`src/strobe_seq_pkg.sv`:
```
// constants and types for the asynchronous memory strobe sequencer
//
// Function
// - selects and output enable valid for read setup cycles first.
// - read strobe low for read strobe cycles unless ready stretches.
// - selects stay stable for read hold cycles after read strobe.
// - selects and write data valid for write setup cycles first.
// - write strobe low for write strobe cycles unless ready stretches.
// - selects and write data stay for write hold cycles after strobe.
// - ready input passes a synchronizer and may act a cycle late.
// - stretched strobe ends three to four cycles after ready rises.
// - ready stretching needs setup plus strobe of at least four.
// - chip select may stay active up to seven cycles after a cycle.
// - counts come from per-space timing settings.
// - after a read, chip select stays active seven minus read hold.
// - after a write, chip select stays three cycles, four if hold zero.
package strobe_seq_pkg;
   localparam int CNT_W          = 6;
   localparam int SPACES         = 4;
   localparam int SPACE_W        = 2;
   localparam int ADDR_W         = 20;
   localparam int DATA_W         = 32;
   localparam int LANE_W         = 4;
   localparam int CS_TAIL_READ   = 7;
   localparam int CS_TAIL_WR_HLD = 3;
   localparam int CS_TAIL_WR_NOH = 4;
   localparam int READY_MIN_SUM  = 4;
   localparam int READY_SAMPLE   = 3;
   localparam logic [CNT_W-1:0] CNT_ONE = 6'h01;

   typedef struct packed {
      logic [CNT_W-1:0] rd_setup;
      logic [CNT_W-1:0] rd_strobe;
      logic [CNT_W-1:0] rd_hold;
      logic [CNT_W-1:0] wr_setup;
      logic [CNT_W-1:0] wr_strobe;
      logic [CNT_W-1:0] wr_hold;
   } space_timing_t;

   typedef enum logic [2:0] {
      ST_IDLE, ST_SETUP, ST_STROBE, ST_HOLD, ST_TAIL
   } seq_state_t;
endpackage

```
`src/ready_sync_if.sv`:
```
// carrier between the sequencer and its ready synchronizer
`timescale 1ns/1ps
interface ready_sync_if;
   logic ready_raw;
   logic ready_sync;
   modport sync_side (input ready_raw, output ready_sync);
   modport user_side (output ready_raw, input ready_sync);
endinterface

```
`src/async_memory_strobe_sequencer.sv`:
```
// strobe sequencer for asynchronous memory cycles
`timescale 1ns/1ps
module async_memory_strobe_sequencer (
   // clock and reset
   input  wire logic                                 clk,
   input  wire logic                                 rst,
   // per-space timing settings
   input  wire strobe_seq_pkg::space_timing_t        space_timing
                                                     [strobe_seq_pkg::SPACES],
   // request from the core
   input  wire logic                                 req_valid,
   output wire logic                                 req_ready,
   input  wire logic                                 req_write,
   input  wire logic [strobe_seq_pkg::SPACE_W-1:0]   req_space,
   input  wire logic [strobe_seq_pkg::ADDR_W-1:0]    req_addr,
   input  wire logic [strobe_seq_pkg::LANE_W-1:0]    req_lanes,
   input  wire logic [strobe_seq_pkg::DATA_W-1:0]    req_wdata,
   output logic                                      rsp_valid,
   output logic      [strobe_seq_pkg::DATA_W-1:0]    rsp_rdata,
   // external memory port
   output logic      [strobe_seq_pkg::SPACES-1:0]    space_select_n,
   output logic      [strobe_seq_pkg::LANE_W-1:0]    byte_lane_n,
   output logic      [strobe_seq_pkg::ADDR_W-1:0]    word_address,
   output logic                                      output_enable_n,
   output logic                                      read_strobe_n,
   output logic                                      write_strobe_n,
   input  wire logic [strobe_seq_pkg::DATA_W-1:0]    memory_data_bus_in,
   output logic      [strobe_seq_pkg::DATA_W-1:0]    memory_data_bus_out,
   output logic                                      memory_data_bus_oe,
   input  wire logic                                 memory_ready_in
);
   import strobe_seq_pkg::*;

   // ***************************************************
   // ready synchronizer
   // ***************************************************
   ready_sync_if rsi ();
   assign rsi.ready_raw = memory_ready_in;

   ready_sync u_ready_sync (
      .clk (clk),
      .rst (rst),
      .rs  (rsi.sync_side)
   );

   // ***************************************************
   // sequencer state
   // ***************************************************
   seq_state_t          state_ff,   nxt_state;
   logic [CNT_W-1:0]    cnt_ff,     nxt_cnt;
   logic                write_ff,   nxt_write;
   logic [SPACE_W-1:0]  space_ff,   nxt_space;
   logic [ADDR_W-1:0]   addr_ff,    nxt_addr;
   logic [LANE_W-1:0]   lanes_ff,   nxt_lanes;
   logic [DATA_W-1:0]   wdata_ff,   nxt_wdata;
   logic [DATA_W-1:0]   rdata_ff,   nxt_rdata;
   logic                rsp_ff,     nxt_rsp;
   logic                stretch_ff, nxt_stretch;
   space_timing_t       tm;
   logic [CNT_W-1:0]    setup_c;
   logic [CNT_W-1:0]    strobe_c;
   logic [CNT_W-1:0]    hold_c;
   logic [CNT_W-1:0]    tail_c;
   logic [CNT_W:0]      sum_c;
   logic                ext_ok;

   assign tm       = space_timing[space_ff];
   assign setup_c  = write_ff ? tm.wr_setup  : tm.rd_setup;
   assign strobe_c = write_ff ? tm.wr_strobe : tm.rd_strobe;
   assign hold_c   = write_ff ? tm.wr_hold   : tm.rd_hold;
   assign sum_c    = {1'b0, setup_c} + {1'b0, strobe_c};
   assign ext_ok   = sum_c >= (CNT_W+1)'(READY_MIN_SUM);

   // chip select tail after the hold phase
   always_comb begin
      if (!write_ff) begin
         tail_c = (hold_c >= CNT_W'(CS_TAIL_READ)) ? '0
                : CNT_W'(CS_TAIL_READ) - hold_c;
      end else if (hold_c == '0) begin
         tail_c = CNT_W'(CS_TAIL_WR_NOH);
      end else begin
         tail_c = CNT_W'(CS_TAIL_WR_HLD);
      end
   end

   assign req_ready = (state_ff == ST_IDLE) || (state_ff == ST_TAIL);

   // ***************************************************
   // next state
   // ***************************************************
   always_comb begin
      nxt_state   = state_ff;
      nxt_cnt     = cnt_ff;
      nxt_write   = write_ff;
      nxt_space   = space_ff;
      nxt_addr    = addr_ff;
      nxt_lanes   = lanes_ff;
      nxt_wdata   = wdata_ff;
      nxt_rdata   = rdata_ff;
      nxt_rsp     = 1'b0;
      nxt_stretch = stretch_ff;
      unique case (state_ff)
         ST_IDLE, ST_TAIL: begin
            if (state_ff == ST_TAIL) begin
               if (cnt_ff <= CNT_ONE) begin
                  nxt_state = ST_IDLE;
               end else begin
                  nxt_cnt = cnt_ff - CNT_ONE;
               end
            end
            if (req_valid) begin
               nxt_state   = ST_SETUP;
               nxt_write   = req_write;
               nxt_space   = req_space;
               nxt_addr    = req_addr;
               nxt_lanes   = req_lanes;
               nxt_wdata   = req_wdata;
               nxt_cnt     = req_write ? space_timing[req_space].wr_setup
                                       : space_timing[req_space].rd_setup;
               nxt_stretch = 1'b0;
            end
         end
         ST_SETUP: begin
            if (cnt_ff <= CNT_ONE) begin
               nxt_state = ST_STROBE;
               nxt_cnt   = (strobe_c == '0) ? CNT_ONE : strobe_c;
            end else begin
               nxt_cnt = cnt_ff - CNT_ONE;
            end
         end
         ST_STROBE: begin
            // sample ready a fixed distance before the nominal end
            if (ext_ok && !stretch_ff
                && cnt_ff == CNT_W'(READY_SAMPLE) && !rsi.ready_sync) begin
               nxt_stretch = 1'b1;
            end else if (stretch_ff) begin
               if (rsi.ready_sync) begin
                  // end one cycle later: strobe rises 3 to 4 cycles after ready
                  nxt_stretch = 1'b0;
                  nxt_cnt     = CNT_ONE;
               end
            end else if (cnt_ff <= CNT_ONE) begin
               nxt_state = ST_HOLD;
               nxt_cnt   = hold_c;
               if (!write_ff) begin
                  nxt_rdata = memory_data_bus_in;
                  nxt_rsp   = 1'b1;
               end
               if (hold_c == '0) begin
                  nxt_state = ST_TAIL;
                  nxt_cnt   = tail_c;
                  nxt_rsp   = 1'b1;
               end
            end else begin
               nxt_cnt = cnt_ff - CNT_ONE;
            end
         end
         ST_HOLD: begin
            if (cnt_ff <= CNT_ONE) begin
               if (write_ff) begin
                  nxt_rsp = 1'b1;
               end
               nxt_state = (tail_c == '0) ? ST_IDLE : ST_TAIL;
               nxt_cnt   = tail_c;
            end else begin
               nxt_cnt = cnt_ff - CNT_ONE;
            end
         end
         default: nxt_state = ST_IDLE;
      endcase
   end

   // ***************************************************
   // registers
   // ***************************************************
   always_ff @(posedge clk) begin
      if (rst) begin
         state_ff   <= ST_IDLE;
         cnt_ff     <= '0;
         write_ff   <= 1'b0;
         space_ff   <= '0;
         addr_ff    <= '0;
         lanes_ff   <= '0;
         wdata_ff   <= '0;
         rdata_ff   <= '0;
         rsp_ff     <= 1'b0;
         stretch_ff <= 1'b0;
      end else begin
         state_ff   <= nxt_state;
         cnt_ff     <= nxt_cnt;
         write_ff   <= nxt_write;
         space_ff   <= nxt_space;
         addr_ff    <= nxt_addr;
         lanes_ff   <= nxt_lanes;
         wdata_ff   <= nxt_wdata;
         rdata_ff   <= nxt_rdata;
         rsp_ff     <= nxt_rsp;
         stretch_ff <= nxt_stretch;
      end
   end

   // ***************************************************
   // pin drivers
   // ***************************************************
   logic [SPACES-1:0] sel_n_ff,  nxt_sel_n;
   logic [LANE_W-1:0] lane_n_ff, nxt_lane_n;
   logic              oe_n_ff,   nxt_oe_n;
   logic              rd_n_ff,   nxt_rd_n;
   logic              wr_n_ff,   nxt_wr_n;
   logic              doe_ff,    nxt_doe;
   logic              busy_nxt;

   always_comb begin
      busy_nxt   = (nxt_state == ST_SETUP) || (nxt_state == ST_STROBE)
                || (nxt_state == ST_HOLD);
      nxt_sel_n  = '1;
      if (busy_nxt || nxt_state == ST_TAIL) begin
         nxt_sel_n[nxt_space] = 1'b0;
      end
      nxt_lane_n = busy_nxt ? ~nxt_lanes : '1;
      nxt_oe_n   = !(busy_nxt && !nxt_write);
      nxt_rd_n   = !(nxt_state == ST_STROBE && !nxt_write);
      nxt_wr_n   = !(nxt_state == ST_STROBE && nxt_write);
      nxt_doe    = busy_nxt && nxt_write;
   end

   always_ff @(posedge clk) begin
      if (rst) begin
         sel_n_ff  <= '1;
         lane_n_ff <= '1;
         oe_n_ff   <= 1'b1;
         rd_n_ff   <= 1'b1;
         wr_n_ff   <= 1'b1;
         doe_ff    <= 1'b0;
      end else begin
         sel_n_ff  <= nxt_sel_n;
         lane_n_ff <= nxt_lane_n;
         oe_n_ff   <= nxt_oe_n;
         rd_n_ff   <= nxt_rd_n;
         wr_n_ff   <= nxt_wr_n;
         doe_ff    <= nxt_doe;
      end
   end

   assign space_select_n      = sel_n_ff;
   assign byte_lane_n         = lane_n_ff;
   assign word_address        = addr_ff;
   assign output_enable_n     = oe_n_ff;
   assign read_strobe_n       = rd_n_ff;
   assign write_strobe_n      = wr_n_ff;
   assign memory_data_bus_out = wdata_ff;
   assign memory_data_bus_oe  = doe_ff;
   assign rsp_valid           = rsp_ff;
   assign rsp_rdata           = rdata_ff;
endmodule // async_memory_strobe_sequencer

```
`src/ready_sync.sv`:
```
// two flip-flop synchronizer for the memory ready input
`timescale 1ns/1ps
module ready_sync (
   // clock and reset
   input  wire logic clk,
   input  wire logic rst,
   // carrier
   ready_sync_if.sync_side rs
);
   logic meta_ff;
   logic sync_ff;
   logic nxt_meta;
   logic nxt_sync;

   always_comb begin
      nxt_meta = rs.ready_raw;
      nxt_sync = meta_ff;
   end

   // idle high so a missing memory never stalls
   always_ff @(posedge clk) begin
      if (rst) begin
         meta_ff <= 1'b1;
         sync_ff <= 1'b1;
      end else begin
         meta_ff <= nxt_meta;
         sync_ff <= nxt_sync;
      end
   end

   assign rs.ready_sync = sync_ff;
endmodule // ready_sync

```
`config.mk`:
```
export PLATFORM = sky130hd
export DESIGN_NAME = async_memory_strobe_sequencer
export DESIGN_NICKNAME = d
export VERILOG_FILES = /design/src/strobe_seq_pkg.sv /design/src/ready_sync_if.sv /design/src/async_memory_strobe_sequencer.sv /design/src/ready_sync.sv
export SDC_FILE = /design/constraint.sdc
export NUM_CORES = 1
export LEC_CHECK = 0
export ABC_AREA = 0
export BUFFER_PORTS_ARGS = -buffer_cell sky130_fd_sc_hd__buf_2
export CAP_MARGIN = 20
export CORE_AREA = 2 2 170 172
export CTS_CLUSTER_DIAMETER = 80
export DETAILED_ROUTE_END_ITERATION = 8
export DIE_AREA = 0 0 172 174
export GPL_TIMING_DRIVEN = 0
export PLACE_DENSITY_LB_ADDON = 0.25
export SLEW_MARGIN = 20
export SYNTH_ARGS = -nofsm -noshare
export SYNTH_HDL_FRONTEND = slang
export SYNTH_SLANG_ARGS = --single-unit
```
`constraint.sdc`:
```
create_clock -name clk -period 4.74 [get_ports clk]
set_input_delay 0.948 -clock clk [delete_from_list [all_inputs] [get_ports clk]]
set_output_delay 0.948 -clock clk [all_outputs]
set_load 0.005 [all_outputs]
```
==> key figures <==
Floorplanning
  – Initial core utilization: 22.46%
  – CORE AREA: 28240 um2
  – Die W: 172 um
  – # rows: 62
  – Die area: 29930 um2
  – IO Count: 337
  – Die Height: 174 um

Clocking
  – Clk root buf: clkbuf_16
  – Clk buf depth: 2
  – CTS Sinks: 116
  – H-Tree Depth: 4
  – Worst skew pair latency: 0.41 ns
  – Postcts setup bufs: 0
  – Reg clk slew, reported paths: 0.06 ns
  – CTS buffer count: 17
  – CTS tree: yes

STA
  – Fin crit share: 93.16%
  – Relative slew slack: 43.00%
  – Fmax: 226.4 MHz
  – Worst-Margin Slew: 0.8550 ns
  – Final Hold Slack: 0.4222 ns
  – Final Setup Violations: 0
  – Crit path time final: 4.416 ns
  – RSZ-0062 raised after global routing: no
  – Max Slew Vio Count: 0
  – Setup TNS: 0 ns
  – Setup ws final: 0.3240 ns
  – Hold Vio Cnt, Final: 0
  – Layout Skew: 0.009878 ns

Power
  – Int Power: 2.566 mW
  – VDD IR max: 0.0001755 V
  – LEAKAGE: 3.920 nW
  – Sw power: 1.653 mW
  – Gate power share: 42.2%
  – Clock power frac: 28.7%
  – Reg power frac: 29.1%
  – Pwr/cell area: 466.1 nW/um2
  – Net Sw Frac: 39.18%

Critical path
  – Crit. End Element: flip-flop
  – Crit path DAT: 4.70 ns
  – Crit path cell chain: buf_2, buf_2, clkbuf_2, mux4_2, nand2_1, nand2_1, ha_1, inv_1, fa_1, nor2_1, a31oi_1, nor3_1, a2bb2oi_1, clkbuf_2, o21ai_1, a311oi_1, a31oi_1
  – Crit path kind: reg -> reg
  – Required @ worst endpoint: 5.02 ns
  – CP delay by family, top: buffers and inverters
  – Buffers & Inverters on Critical Path: 5
  – Worst Path Max Fanout: 19
  – CP max-delay cell: buf_2
  – Crit-path max cell delay: 0.44 ns
  – Type of origin of the critical path: flip-flop

Layout
  – Nets: 1342
  – # fillers: 3134
  – Ant diodes: 0
  – Non-filler cells, final: 1489
  – Reg area: 2322 um2
  – Fin area: 9052 um2
  – Share of cells above drive strength 1: 39.46%
  – Multi-input gate area: 3734 um2
  – Area grow syn2layout: 42.73%

Synthesis
  – Netlist cell types: 62
  – Mapped Cells: 742
  – Cell area after synthesis: 6342 um2
  – Synth top area share: 36.61%
  – Count leader, synth: nand2_1
  – Flops & latches, synth: 116
  – Net Count, Synth: 992
  – Synth area leaders: dfxtp_1 (37%), mux4_2 (16%), nand2_1 (13%), a21oi_1 (8.0%), clkbuf_1 (2.7%)
  – Syn avg cell area: 8.548 um2
  – Register area share after synthesis: 36.61%
  – Async SR Flop Fraction: 0%
  – Top post-synthesis cells by count: nand2_1 (225), dfxtp_1 (116), a21oi_1 (102), mux4_2 (46), clkbuf_1 (45)
  – EDFF count, synth: 0
  – Top FF cell, synth: dfxtp_1
  – Warnings, synthesis: 0
  – Leading area contributor after synthesis: dfxtp_1

Global routing
  – Vias in the first global route: 6764
  – Largest net degree at the start of global routing: 20
  – GRT Resource Usage Total: 15.47%
  – Initial antenna violation count: 1
  – GRT Residual Overflow: 0
  – First-pass GRT wire length: 35.95 mm

Min path
  – HP Class: reg -> reg

Run
  – Max-cap viol count: 0

Placed design
  – Placed cells: 1459
  – Hpwl dp: 18.70 mm
  – Placed cell areas: 8489 um2
  – I/O Buffers: 333
  – Placement Setup Slack: -0.5116 ns
  – Placer Congestion: 0.8484

Routing
  – DR vias/cell: 4.514
  – Via count: 6721
  – DRT antenna net count: 0
  – Avg WL per Cell: 15.82 um
  – # DRC: 0
  – Pre-antenna DRT Iters: 5
  – Drt initial violations: 300
  – Drt total wl: 23.55 mm

Status
  – Outcome: completed
worst reg2reg max path, delay by kind of cell (launching register included):
| kind | cells | cell delay, ns |
|---|---|---|
| buffers and inverters | 5 | 1.47 |
| and+or+nand+nor | 4 | 0.55 |
| AOI/OAI and AO/OA | 5 | 1.06 |
| DFF | 1 | 0.40 |
| adders and majority gates | 2 | 0.55 |
| muxes | 1 | 0.26 |
worst paths after layout:
path | startpoint | cells past startpoint | to | slack [ns]
max reg2reg | space_ff[1]$_SDFF_PP0_ | 17 | cnt_ff[0]$_SDFFE_PP0P_ | 0.32
min | u_ready_sync.meta_ff$_SDFF_PP1_ | 1 | u_ready_sync.rs.ready_sync$_SDFF_PP1_ | 0.42
max | space_ff[1]$_SDFF_PP0_ | 17 | cnt_ff[0]$_SDFFE_PP0P_ | 0.32
min reg2reg | u_ready_sync.meta_ff$_SDFF_PP1_ | 1 | u_ready_sync.rs.ready_sync$_SDFF_PP1_ | 0.42
cells by family after synthesis:
kind of cell               count (synthesis)  synth area share (%)
DFF                                      116                 36.61
xor gates and xnor gates                   4                0.5525
buffers and inverters                     69                 4.557
muxes                                     66                 19.69
AOI/OAI and AO/OA                        168                 16.08
adders and majority gates                 11                 2.288
and+or+nand+nor                          308                 20.22
timing repair:
action                                  4_1_cts  5_1_grt
hold buffers                                  0        0
endpoints found under the setup margin       42       38
resized for setup                             6        3
cloned                                        0        0
metrics by stage:
step / utilization (%) / power [mW]
finish: 32.06 / 4.219
global route: 32.06 / 4.533
CTS: 32.06 / 4.278
detailed placement: 30.06 / 3.028
global placement: 30.06 / 3.026
floorplan: - / 2.391
sequential cells by signal (all words and copies together) (netlist names):
name / flops
memory_data_bus_out: 32
u_ready_sync.meta_ff: 1
write_strobe_n: 1
space_ff: 2
u_ready_sync.rs.ready_sync: 1
byte_lane_n: 4
read_strobe_n: 1
lanes_ff: 4
output_enable_n: 1
cnt_ff: 6
rsp_rdata: 32
rsp_valid: 1
state_ff: 3
memory_data_bus_oe: 1
space_select_n: 4
stretch_ff: 1
write_ff: 1
word_address: 20
area by class of cell:
| class | instances | share of cell area, % |
|---|---|---|
| clock inverter | 15 | 1.465 |
| sequential | 116 | 25.65 |
| tap | 384 | 5.308 |
| buffer | 55 | 2.723 |
| multi-input combinational | 557 | 41.24 |
| timing repair buffer | 333 | 18.41 |
| inverter | 12 | 0.4976 |
| clock buffer | 17 | 4.699 |
per-layer routing:
| metal | part of all wire (%) | track usage [%] |
|---|---|---|
| met1 | 43 | 19.21 |
| met2 | 47 | 26.14 |
| met3 | 9.2 | 5.032 |
| met4 | 0.87 | 3.186 |
| met5 | 0.055 | 0 |
placed cells by master (no fill, tap or decap), types with 4 or more instances in the layout:
master      count
a211oi_1        6
a21oi_1       102
a31oi_1         8
and2_1          6
buf_2         336
clkbuf_1       41
clkbuf_16      17
clkbuf_2        4
clkinv_2        4
clkinvlp_4      4
dfxtp_1       116
ha_1           10
inv_1          11
mux2i_1        15
mux4_2         46
nand2_1       225
nand3_1         9
nand4_1         4
nor2_1         28
nor2b_1         6
nor3_1          9
o21ai_0        17
power by group through the flow:
stage	Combinational, mW	Sequential [mW]	Clock, mW
after global routing	1.99	1.25	1.30
final	1.78	1.23	1.21
after CTS	1.80	1.23	1.25
after detailed placement	1.78	1.25	0
after floorplan	1.14	1.25	0
after global placement	1.78	1.24	0
No activity file was read; power rests on OpenSTA's default activity.
